<file path="src/logic/ccr_pkg.sv">
/*
  constants, field layouts, reset values and carrier types for the
  channel calibration register slice (channel 4 offset/gain, channel 5
  configuration and upper offset).
  assumes one 16-bit register per printed address on a plain strobe port,
  and a calibration datapath fed with 24-bit samples on the same clock.
*/
// Summary of operation
// - ch4 offset bits 23:8 in upper register
// - ch4 offset bits 7:0 high byte; low zero
// - offset word applied as signed value
// - ch4 gain bits 23:8 in upper register
// - gain is unsigned fraction, midscale is unity
// - gain upper resets 8000h, lower zero
// - ch4 gain bits 7:0 high byte; low zero
// - ch5 delay: signed 10 bits, resets zero
// - ch5 bit 2 bypasses highpass, else global
// - ch5 bits 1:0 choose input routing
// - ch5 config bits 5:3 read zero
// - ch5 offset bits 23:8 upper, resets zero
package ccr_pkg;

  // bus and word geometry
  localparam int CCR_ADDR_W = 6;
  localparam int CCR_DATA_W = 16;
  localparam int CCR_WORD_W = 24;
  localparam int CCR_LOW_W = 8;
  localparam int CCR_DELAY_W = 10;
  localparam int CCR_HP_W = 4;

  // register addresses
  localparam logic [5:0] CCR_OFS_CH4_OFFSET_HIGH = 6'h1E;
  localparam logic [5:0] CCR_OFS_CH4_OFFSET_LOW = 6'h1F;
  localparam logic [5:0] CCR_OFS_CH4_GAIN_HIGH = 6'h20;
  localparam logic [5:0] CCR_OFS_CH4_GAIN_LOW = 6'h21;
  localparam logic [5:0] CCR_OFS_CH5_CONFIG = 6'h22;
  localparam logic [5:0] CCR_OFS_CH5_OFFSET_HIGH = 6'h23;

  // reset values
  localparam logic [15:0] CCR_RST_OFFSET_HIGH = 16'h0000;
  localparam logic [15:0] CCR_RST_OFFSET_LOW = 16'h0000;
  localparam logic [15:0] CCR_RST_GAIN_HIGH = 16'h8000;
  localparam logic [15:0] CCR_RST_GAIN_LOW = 16'h0000;
  localparam logic [15:0] CCR_RST_CONFIG = 16'h0000;

  // writable bit masks
  localparam logic [15:0] CCR_MASK_FULL = 16'hFFFF;
  localparam logic [15:0] CCR_MASK_LOW_WORD = 16'hFF00;
  localparam logic [15:0] CCR_MASK_CONFIG = 16'hFFC7;

  // channel 5 configuration field positions
  localparam int CCR_CFG_DELAY_LSB = 6;
  localparam int CCR_CFG_DELAY_MSB = 15;
  localparam int CCR_CFG_BYPASS_BIT = 2;
  localparam int CCR_CFG_SEL_LSB = 0;
  localparam int CCR_CFG_SEL_MSB = 1;
  localparam int CCR_LOW_FIELD_LSB = 8;

  // channel 5 input routing codes
  localparam logic [1:0] CCR_SEL_PINS = 2'h0;
  localparam logic [1:0] CCR_SEL_SHORT = 2'h1;
  localparam logic [1:0] CCR_SEL_TEST_POS = 2'h2;
  localparam logic [1:0] CCR_SEL_TEST_NEG = 2'h3;

  // register port request
  typedef struct packed {
    logic [CCR_ADDR_W-1:0] addr;
    logic [CCR_DATA_W-1:0] wdata;
    logic wr;
    logic rd;
  } ccr_bus_req_type;

  // one conversion sample
  typedef struct packed {
    logic valid;
    logic [CCR_WORD_W-1:0] data;
  } ccr_sample_type;

  // decoded channel 5 input routing, one hot
  typedef struct packed {
    logic pins;
    logic shorted;
    logic test_pos;
    logic test_neg;
  } ccr_route_type;

endpackage

</file>
<file path="src/logic/ccr_route.sv">
/*
  channel 5 input routing decoder: turns the two-bit selection into one
  switch control per path.
  assumes the selection comes from the bus write data or a register on the same clock.
*/
module ccr_route (
  // selection code
  input wire logic [1:0] chan5_input_select,
  // decoded switches
  output ccr_pkg::ccr_route_type route
);
  import ccr_pkg::*;

  // exactly one path closed for every code
  always_comb begin
    route = '0;
    unique case (chan5_input_select)
      CCR_SEL_PINS: route.pins = 1'b1;
      CCR_SEL_SHORT: route.shorted = 1'b1;
      CCR_SEL_TEST_POS: route.test_pos = 1'b1;
      CCR_SEL_TEST_NEG: route.test_neg = 1'b1;
    endcase
  end
endmodule

</file>
<file path="src/logic/ccr_cal.sv">
/*
  one-channel calibration stage: adds a signed offset, then scales by an
  unsigned gain whose midscale code is unity, saturating to the word range.
  assumes offset and gain are stable registers on the same clock; one
  cycle of latency from in_valid to out_valid.
*/
module ccr_cal #(
  parameter int WORD_W = 24
) (
  // clock and reset
  input wire logic clk_sys,
  input wire logic rst_n,
  // calibration words
  input wire logic [WORD_W-1:0] offset,
  input wire logic [WORD_W-1:0] gain,
  // raw sample
  input wire logic in_valid,
  input wire logic [WORD_W-1:0] in_data,
  // corrected sample
  output logic out_valid,
  output logic [WORD_W-1:0] out_data
);
  import ccr_pkg::*;

  // refuse widths the arithmetic cannot serve
  if (WORD_W < 2) begin : g_bad_width
    $error("ccr_cal: WORD_W must be at least 2");
  end

  localparam int PROD_W = 2 * WORD_W + 1;

  // registered output copy
  typedef struct packed {
    logic valid;
    logic [WORD_W-1:0] data;
  } ccr_cal_state_type;

  ccr_cal_state_type st;
  ccr_cal_state_type next_st;

  // clamp a wide signed value into the signed word range
  function automatic logic [WORD_W-1:0] clip(input logic signed [PROD_W-1:0] v);
    logic signed [PROD_W-1:0] top;
    logic signed [PROD_W-1:0] bottom;
    top = PROD_W'(signed'({1'b0, {(WORD_W-1){1'b1}}}));
    bottom = -top - PROD_W'(1);
    if (v > top) begin
      clip = {1'b0, {(WORD_W-1){1'b1}}};
    end else if (v < bottom) begin
      clip = {1'b1, {(WORD_W-1){1'b0}}};
    end else begin
      clip = v[WORD_W-1:0];
    end
  endfunction

  // offset then gain, both saturated
  always_comb begin
    logic signed [PROD_W-1:0] sum_wide;
    logic signed [PROD_W-1:0] prod_wide;
    logic signed [WORD_W:0] gain_signed;
    logic signed [WORD_W-1:0] sum_clip;
    sum_wide = '0;
    prod_wide = '0;
    gain_signed = '0;
    sum_clip = '0;
    next_st = st;
    // sample and offset both two's complement
    sum_wide = PROD_W'(signed'(in_data)) + PROD_W'(signed'(offset));
    sum_clip = signed'(clip(sum_wide));
    // gain zero-extended, so its full code range is 0.0 to under 2.0
    gain_signed = signed'({1'b0, gain});
    // widen both factors first so the product keeps all its bits
    prod_wide = PROD_W'(sum_clip) * PROD_W'(gain_signed);
    // midscale gain code is unity, so drop WORD_W-1 fraction bits
    prod_wide = prod_wide >>> (WORD_W - 1);
    next_st.valid = in_valid;
    if (in_valid) begin
      next_st.data = clip(prod_wide);
    end
  end

  // state register, synchronous reset
  always_ff @(posedge clk_sys) begin
    if (!rst_n) begin
      st <= '0;
    end else begin
      st <= next_st;
    end
  end

  assign out_valid = st.valid;
  assign out_data = st.data;
endmodule

</file>
<file path="src/logic/ccr_regs.sv">
/*
  channel calibration register slice: six 16-bit registers on a plain
  strobe port, the assembled channel 4 and channel 5 calibration words,
  the channel 5 delay, highpass and routing controls, and the correction
  of incoming samples of both channels.
  assumes the register master drives one-cycle strobes, never both at
  once, and that samples and the global highpass setting come from logic
  on clk_sys. read data stand only in the cycle after the read strobe.
*/
module ccr_regs (
  // clock and reset
  input wire logic clk_sys,
  input wire logic rst_n,
  // register port
  input ccr_pkg::ccr_bus_req_type bus_req,
  output logic [ccr_pkg::CCR_DATA_W-1:0] bus_rdata,
  // device-wide highpass setting, same clock
  input wire logic [ccr_pkg::CCR_HP_W-1:0] global_highpass_setting,
  // raw samples
  input ccr_pkg::ccr_sample_type chan4_raw,
  input ccr_pkg::ccr_sample_type chan5_raw,
  // corrected samples
  output ccr_pkg::ccr_sample_type chan4_corrected,
  output ccr_pkg::ccr_sample_type chan5_corrected,
  // channel 5 controls
  output logic signed [ccr_pkg::CCR_DELAY_W-1:0] chan5_delay_steps,
  output logic [ccr_pkg::CCR_HP_W-1:0] chan5_highpass_setting,
  output ccr_pkg::ccr_route_type chan5_route
);
  import ccr_pkg::*;

  // all state of the slice
  typedef struct packed {
    logic [CCR_DATA_W-1:0] channel4_offset_high;
    logic [CCR_DATA_W-1:0] channel4_offset_low;
    logic [CCR_DATA_W-1:0] channel4_gain_high;
    logic [CCR_DATA_W-1:0] channel4_gain_low;
    logic [CCR_DATA_W-1:0] channel5_config;
    logic [CCR_DATA_W-1:0] channel5_offset_high;
    logic [CCR_DATA_W-1:0] rdata;
    logic [CCR_DELAY_W-1:0] delay;
    logic [CCR_HP_W-1:0] highpass;
    ccr_route_type route;
  } ccr_regs_state_type;

  // reset image of the whole state
  localparam ccr_regs_state_type CCR_RESET_STATE = '{
    channel4_offset_high: CCR_RST_OFFSET_HIGH,
    channel4_offset_low: CCR_RST_OFFSET_LOW,
    channel4_gain_high: CCR_RST_GAIN_HIGH,
    channel4_gain_low: CCR_RST_GAIN_LOW,
    channel5_config: CCR_RST_CONFIG,
    channel5_offset_high: CCR_RST_OFFSET_HIGH,
    rdata: '0,
    delay: '0,
    highpass: '0,
    route: '{pins: 1'b1, shorted: 1'b0, test_pos: 1'b0, test_neg: 1'b0}
  };

  ccr_regs_state_type st;
  ccr_regs_state_type next_st;

  // assembled calibration words
  logic [CCR_WORD_W-1:0] chan4_offset_word;
  logic [CCR_WORD_W-1:0] chan4_gain_word;
  logic [CCR_WORD_W-1:0] chan5_offset_word;
  logic [CCR_WORD_W-1:0] unity_gain_word;
  // routing decoded from the next config value
  ccr_route_type next_route;
  // selection the config register holds after this edge
  logic [1:0] next_select;

  // write strobe aimed at one address
  function automatic logic write_hit(input ccr_bus_req_type req, input logic [5:0] ofs);
    write_hit = req.wr && (req.addr == ofs);
  endfunction

  // keep writable bits from the bus, force reserved bits to zero
  function automatic logic [CCR_DATA_W-1:0] masked(input logic [CCR_DATA_W-1:0] data,
                                                     input logic [CCR_DATA_W-1:0] mask);
    masked = data & mask;
  endfunction

  // write, read and control path
  always_comb begin
    next_st = st;
    // upper offset holds all sixteen bits
    if (write_hit(bus_req, CCR_OFS_CH4_OFFSET_HIGH)) begin
      next_st.channel4_offset_high = masked(bus_req.wdata, CCR_MASK_FULL);
    end
    // lower offset keeps only its high byte
    if (write_hit(bus_req, CCR_OFS_CH4_OFFSET_LOW)) begin
      next_st.channel4_offset_low = masked(bus_req.wdata, CCR_MASK_LOW_WORD);
    end
    // upper gain holds all sixteen bits
    if (write_hit(bus_req, CCR_OFS_CH4_GAIN_HIGH)) begin
      next_st.channel4_gain_high = masked(bus_req.wdata, CCR_MASK_FULL);
    end
    // lower gain keeps only its high byte
    if (write_hit(bus_req, CCR_OFS_CH4_GAIN_LOW)) begin
      next_st.channel4_gain_low = masked(bus_req.wdata, CCR_MASK_LOW_WORD);
    end
    // config drops bits 5:3
    if (write_hit(bus_req, CCR_OFS_CH5_CONFIG)) begin
      next_st.channel5_config = masked(bus_req.wdata, CCR_MASK_CONFIG);
    end
    // channel 5 upper offset holds all sixteen bits
    if (write_hit(bus_req, CCR_OFS_CH5_OFFSET_HIGH)) begin
      next_st.channel5_offset_high = masked(bus_req.wdata, CCR_MASK_FULL);
    end
    // read data for one cycle only, zero otherwise
    next_st.rdata = '0;
    if (bus_req.rd) begin
      unique case (bus_req.addr)
        CCR_OFS_CH4_OFFSET_HIGH: next_st.rdata = st.channel4_offset_high;
        CCR_OFS_CH4_OFFSET_LOW: next_st.rdata = st.channel4_offset_low;
        CCR_OFS_CH4_GAIN_HIGH: next_st.rdata = st.channel4_gain_high;
        CCR_OFS_CH4_GAIN_LOW: next_st.rdata = st.channel4_gain_low;
        CCR_OFS_CH5_CONFIG: next_st.rdata = st.channel5_config;
        CCR_OFS_CH5_OFFSET_HIGH: next_st.rdata = st.channel5_offset_high;
        // unmapped addresses answer zero
        default: next_st.rdata = '0;
      endcase
    end
    // delay field, two's complement modulator cycles
    next_st.delay = next_st.channel5_config[CCR_CFG_DELAY_MSB:CCR_CFG_DELAY_LSB];
    // bypass forces the filter off, else the global setting governs
    if (next_st.channel5_config[CCR_CFG_BYPASS_BIT]) begin
      next_st.highpass = '0;
    end else begin
      next_st.highpass = global_highpass_setting;
    end
    // routing switches follow the selection field
    next_st.route = next_route;
  end

  // next selection taken from bus and register, not from next_st, so the
  // decode does not loop back through the state process
  assign next_select = write_hit(bus_req, CCR_OFS_CH5_CONFIG)
                     ? bus_req.wdata[CCR_CFG_SEL_MSB:CCR_CFG_SEL_LSB]
                     : st.channel5_config[CCR_CFG_SEL_MSB:CCR_CFG_SEL_LSB];

  // routing decode of the next selection
  ccr_route u_route (
    .chan5_input_select(next_select),
    .route(next_route)
  );

  // state register, synchronous reset to the documented image
  always_ff @(posedge clk_sys) begin
    if (!rst_n) begin
      st <= CCR_RESET_STATE;
    end else begin
      st <= next_st;
    end
  end

  // assemble 24-bit words: upper register then high byte of lower
  assign chan4_offset_word = {st.channel4_offset_high,
                              st.channel4_offset_low[CCR_DATA_W-1:CCR_LOW_FIELD_LSB]};
  assign chan4_gain_word = {st.channel4_gain_high,
                            st.channel4_gain_low[CCR_DATA_W-1:CCR_LOW_FIELD_LSB]};
  // lower channel 5 offset byte lives outside this slice
  assign chan5_offset_word = {st.channel5_offset_high, {CCR_LOW_W{1'b0}}};
  // channel 5 gain lives outside this slice, so unity here
  assign unity_gain_word = {CCR_RST_GAIN_HIGH, CCR_RST_GAIN_LOW[CCR_DATA_W-1:CCR_LOW_FIELD_LSB]};

  // channel 4 correction, signed offset then unsigned gain
  ccr_cal #(
    .WORD_W(CCR_WORD_W)
  ) u_cal4 (
    .clk_sys(clk_sys),
    .rst_n(rst_n),
    .offset(chan4_offset_word),
    .gain(chan4_gain_word),
    .in_valid(chan4_raw.valid),
    .in_data(chan4_raw.data),
    .out_valid(chan4_corrected.valid),
    .out_data(chan4_corrected.data)
  );

  // channel 5 correction, offset only
  ccr_cal #(
    .WORD_W(CCR_WORD_W)
  ) u_cal5 (
    .clk_sys(clk_sys),
    .rst_n(rst_n),
    .offset(chan5_offset_word),
    .gain(unity_gain_word),
    .in_valid(chan5_raw.valid),
    .in_data(chan5_raw.data),
    .out_valid(chan5_corrected.valid),
    .out_data(chan5_corrected.data)
  );

  // registered outputs
  assign bus_rdata = st.rdata;
  assign chan5_delay_steps = signed'(st.delay);
  assign chan5_highpass_setting = st.highpass;
  assign chan5_route = st.route;
endmodule

</file>
<file path="config.mk">
export PLATFORM = sky130hd
export DESIGN_NAME = ccr_regs
export DESIGN_NICKNAME = d
export VERILOG_FILES = /design/src/logic/ccr_pkg.sv /design/src/logic/ccr_route.sv /design/src/logic/ccr_cal.sv /design/src/logic/ccr_regs.sv
export SDC_FILE = /design/constraint.sdc
export NUM_CORES = 2
export LEC_CHECK = 0
export ABC_AREA = 1
export BUFFER_PORTS_ARGS = -buffer_cell sky130_fd_sc_hd__buf_2
export CORE_ASPECT_RATIO = 1.4
export CORE_MARGIN = 4
export CORE_UTILIZATION = 45
export DETAILED_ROUTE_END_ITERATION = 8
export SLEW_MARGIN = 20
export SYNTH_ARGS = -nofsm -noshare
export SYNTH_HDL_FRONTEND = slang
export SYNTH_SLANG_ARGS = --single-unit
</file>
<file path="constraint.sdc">
create_clock -name clk_sys -period 13.2 [get_ports clk_sys]
set_input_delay 3.96 -clock clk_sys [delete_from_list [all_inputs] [get_ports clk_sys]]
set_output_delay 3.96 -clock clk_sys [all_outputs]
set_load 0.03 [all_outputs]
</file>
==> flow_results.org <==
** Pwr
- Of the total power, the clock network draws 0.242.
- Power spread over the standard cell area amounts to 73.1 nW/um2.
- Reported leakage power :: 16.3 nW
- Worst ir drop on vdd :: 0.103 mV
- Of the total power, the share spent switching nets is 0.438.
- Internal power comes to 1.28 mW.
- Of the total power, registers draw 0.217.
- The analysis attributes to net switching a power of 0.996 mW.
- Combinational share of power :: 0.541

** Synthesis
- Primary flip-flop cell chosen by synthesis mapping :: sky130_fd_sc_hd__dfxtp_1
- Post-synthesis instance area :: 27800 um2
- Synth unique cells :: 44
- The share of synthesized area in the top cell type comes to 0.348.
- By area the synthesized netlist is led by sky130_fd_sc_hd__fa_1 (35%), sky130_fd_sc_hd__inv_1 (11%), sky130_fd_sc_hd__dfxtp_1 (11%), sky130_fd_sc_hd__ha_1 (11%), sky130_fd_sc_hd__nand2_1 (9.8%).
- FFs w/ async S/R, synth :: 0
- Of the synthesized area, sequential elements account for 0.109.
- Gate Count Post-Synth :: 3702
- Each instance of the synthesized netlist takes up on average 7.51 um2.
- Synth Warn # :: 0
- Leading area contributor after synthesis :: sky130_fd_sc_hd__fa_1
- After synthesis the netlist holds a flip-flop and latch count of 151.
- By count the netlist is led by sky130_fd_sc_hd__inv_1 (824), sky130_fd_sc_hd__nand2_1 (725), sky130_fd_sc_hd__fa_1 (483), sky130_fd_sc_hd__nor2_1 (468), sky130_fd_sc_hd__ha_1 (238).
- In this run, synthesis inferred 0 flip-flops with an integrated enable.
- Most used standard cell by instance count after synthesis :: sky130_fd_sc_hd__inv_1
- When the netlist entered floorplanning its net count stood at 4503.

** Global routing
- Entering global routing, the biggest net connects 98 pins.
- The number of antenna violations at the first check in global routing is 0.
- For this run, global-route usage on met3 was measured as 0.0472.
- First-pass GRT wire length :: 150000 um
- Most used routing layer in global routing :: met2
- Met2 GRT Util :: 0.507
- The via count of the first global-routing pass was 25971.
- Global routing finished with a remaining overflow of 0.
- GRT met1 Usage :: 0.363
- Across every metal layer, demand over resource in global routing totals 0.298.

** Drt
- In the routed design, unresolved DRC markers number 0.
- Using the TritonRoute via totals, the vias-per-cell ratio works out to 5.23.
- Count of antenna-violating nets left after detailed routing :: 0
- For this run, the detailed router's first-pass iteration total came to 7.
- After detailed routing, the total wire length is 96200 um.
- Final routed wire length divided by cell count :: 20.4 um
- Iter 0 DRT Violations :: 1718
- Detailed-route via count :: 24720

** Clock network
- Clock buffers created by TritonCTS :: 17
- In this run the deepest clock path goes through 2 buffers.
- The root buffer cell chosen for the clock tree is sky130_fd_sc_hd__clkbuf_16.
- Clock tree synthesis found a total of 151 sinks.
- Post-CTS clock slew at the launch and capture registers of the worst setup and hold paths :: 0.06 ns
- TritonCTS built the clock tree.
- In this run the number of H-tree levels came out at 4.
- For this design, the CTS-stage hold fixing added 0 buffers.
- Worst-Skew Late Latency :: 0.44 ns

** Critical path
- Class of the most critical setup path :: input port to flop
- The worst register-to-register path has a setup slack of 3.80 ns.
- The endpoint identified for the worst register-to-register timing path is u_cal4.out_data[13].
- Tracing the worst setup path back leads to its startpoint at chan4_raw[16].
- The worst setup path is launched from an input port.
- Most common cell type on the critical path :: sky130_fd_sc_hd__nand2_1
- Arrival time worst endpoint :: 13.01 ns
- Depth of the worst register-to-register path :: 43
- Startpoint of the lowest-slack register-to-register path :: chan4_offset_word[10]
- Max Fanout on Critical Path :: 14
- Critical Path Sink :: u_cal4.out_data[13]
- CP peak stage delay :: 0.59 ns
- Data on the critical path is required at its endpoint by 13.52 ns.
- Max stage delay cell, worst path :: sky130_fd_sc_hd__fa_1
- STA classifies the critical path endpoint as a flop.

** Final layout
- Compared with the post-synthesis result, the final layout area differs by 11.9%.
- Nets :: 4697
- Filler instances :: 6149
- Layout cells sized above 1 :: 0.113
- Final Core Density :: 0.509
- Antenna fix cells :: 0

** Placed design
- Placed wire-length estimate after detailed placement :: 79800 um
- Number of buffers added on ports :: 163
- Final Wtd Congestion :: 0.953

** STA
- Worst clock skew :: 0.00614 ns
- In the finished design, the share of the clock period the worst path needs comes to 0.961.
- The number of pins exceeding their max-slew limit in the final report is 0.
- Slew HR :: 0.307
- Tightest Pin Transition :: 1.04 ns
- Setup violations remaining at the end of the flow were counted as 0.
- The number of hold-slack violations in the final timing report came to 0.
- Worst hold margin :: 0.466 ns
- Setup repair after global routing missed its margin :: no
- Maximum operating frequency :: 78.8 MHz
- The smallest clock period supported by the final layout is computed as 12.69 ns.
- In the final timing run, aggregate negative setup slack is 0 ns.

** Die
- Pin placement for this block handled 164 I/O pins.
- The die is 302 um tall.
- After floorplanning, the core was sized to cover 61000 um2.
- For this configuration, the core starts out at a cell density of 0.455.
- The floorplan step defined a die boundary enclosing 65900 um2.
- The die is 218 um wide.
- Row Count :: 107

** Status
- The run finished with clean final reports.

** Run
- Max-cap violations :: 0

** Min path
- The min-delay analysis places its worst path in the category flop to flop.
[power by group through the flow]
stage	Clock, mW	Sequential (mW)	Combinational (mW)
final	0.549	0.493	1.23
after global placement	0	0.503	1.21
after CTS	0.549	0.493	1.22
after detailed placement	0	0.503	1.21
after global routing	0.568	0.495	1.35
after floorplan	0	0.536	0.642
[worst min path at each step]
| stage | from | to | slack, ns | depth (start not counted) |
|---|---|---|---|---|
| floorplan | chan4_offset_word[0] | chan4_offset_word[0] | 0.45 | 2 |
| global route | u_cal5.out_data[0] | u_cal5.out_data[0] | 0.48 | 2 |
| CTS | u_cal5.out_data[2] | u_cal5.out_data[2] | 0.46 | 2 |
| finish | u_cal5.out_data[2] | u_cal5.out_data[2] | 0.47 | 2 |
| global placement | u_cal5.out_data[8] | u_cal5.out_data[8] | 0.45 | 2 |
| detailed placement | u_cal5.out_data[2] | u_cal5.out_data[2] | 0.45 | 2 |
[registers in the layout, summed over array words and instances, names as in the netlist]
register,count
chan4_gain_word,24
u_cal4.out_valid,1
u_cal5.out_valid,1
chan4_offset_word,24
u_cal4.out_data,24
st,13
chan5_route,4
chan5_offset_word,16
bus_rdata,16
chan5_highpass_setting,4
u_cal5.out_data,24
[metal layers]
metal / routed length (um) / up-vias
li1: - / 11465
met1: 36500 / 12059
met2: 46600 / 916
met3: 6420 / 280
met4: 6680 / 0
met5: 0 / -
[critical path, delay by kind of cell]
family | cells | cell delay (ns)
AO/OA/AOI/OAI | 4 | 0.78
adder cells (fa/ha/maj) | 9 | 4.64
buffers and inverters | 13 | 1.36
AND/OR/NAND/NOR | 21 | 2.22
[cell usage in the layout (no fill, tap or decap), types with 11 or more instances in the layout]
cell type / synthesis / layout
sky130_fd_sc_hd__inv_1: 824 / 823
sky130_fd_sc_hd__nand2_1: 725 / 725
sky130_fd_sc_hd__fa_1: 483 / 482
sky130_fd_sc_hd__nor2_1: 468 / 468
sky130_fd_sc_hd__ha_1: 238 / 238
sky130_fd_sc_hd__a21oi_1: 171 / 168
sky130_fd_sc_hd__buf_4: 36 / 166
sky130_fd_sc_hd__buf_2: 0 / 163
sky130_fd_sc_hd__o21ai_0: 153 / 152
sky130_fd_sc_hd__dfxtp_1: 151 / 151
sky130_fd_sc_hd__nand3_1: 80 / 80
sky130_fd_sc_hd__a21oi_2: 23 / 26
sky130_fd_sc_hd__nor3_1: 24 / 24
sky130_fd_sc_hd__xor2_1: 24 / 24
sky130_fd_sc_hd__clkbuf_16: 0 / 17
sky130_fd_sc_hd__buf_12: 0 / 16
sky130_fd_sc_hd__a31oi_1: 15 / 14
sky130_fd_sc_hd__o22ai_1: 13 / 13
sky130_fd_sc_hd__o21a_1: 13 / 13
sky130_fd_sc_hd__nand2_2: 11 / 11
[kinds of logic after synthesis]
| family | after synthesis | share of synthesized area |
|---|---|---|
| AOI/OAI and AO/OA | 441 | 0.0912 |
| xor gates and xnor gates | 33 | 0.0104 |
| adders and majority gates | 721 | 0.455 |
| buffers and inverters | 1006 | 0.142 |
| DFF | 151 | 0.109 |
| and+or+nand+nor | 1350 | 0.193 |
[cell type report]
cell class | count | area, um2 | area share
clock buffer | 20 | 467 | 0.0150
clock inverter | 12 | 185 | 0.00596
inverter | 836 | 3150 | 0.101
multi-input combinational | 2545 | 20900 | 0.671
sequential | 151 | 3020 | 0.0972
tap | 817 | 1020 | 0.0329
timing repair buffer | 345 | 2380 | 0.0766
[what timing repair did]
action / 4_1_cts / 5_1_grt
setup buffers: 0 / 1
setup endpoints to repair: 0 / 23
gates resized for setup: 0 / 9
[per-stage QoR]
| stage | power, mW | instance area, um2 | setup slack, ns | cells |
|---|---|---|---|---|
| finish | 2.27 | 31100 | 0.512 | 4726 |
| global route | 2.41 | 31100 | 0.0265 | 4726 |
| CTS | 2.26 | 31100 | 0.455 | 4725 |
| detailed placement | 1.71 | 30400 | 0.0391 | 4693 |
| global placement | 1.72 | 30400 | 0.0676 | 4693 |
| floorplan | 1.18 | 27800 | 0.727 | 3702 |
No activity file was read; power rests on OpenSTA's default activity.
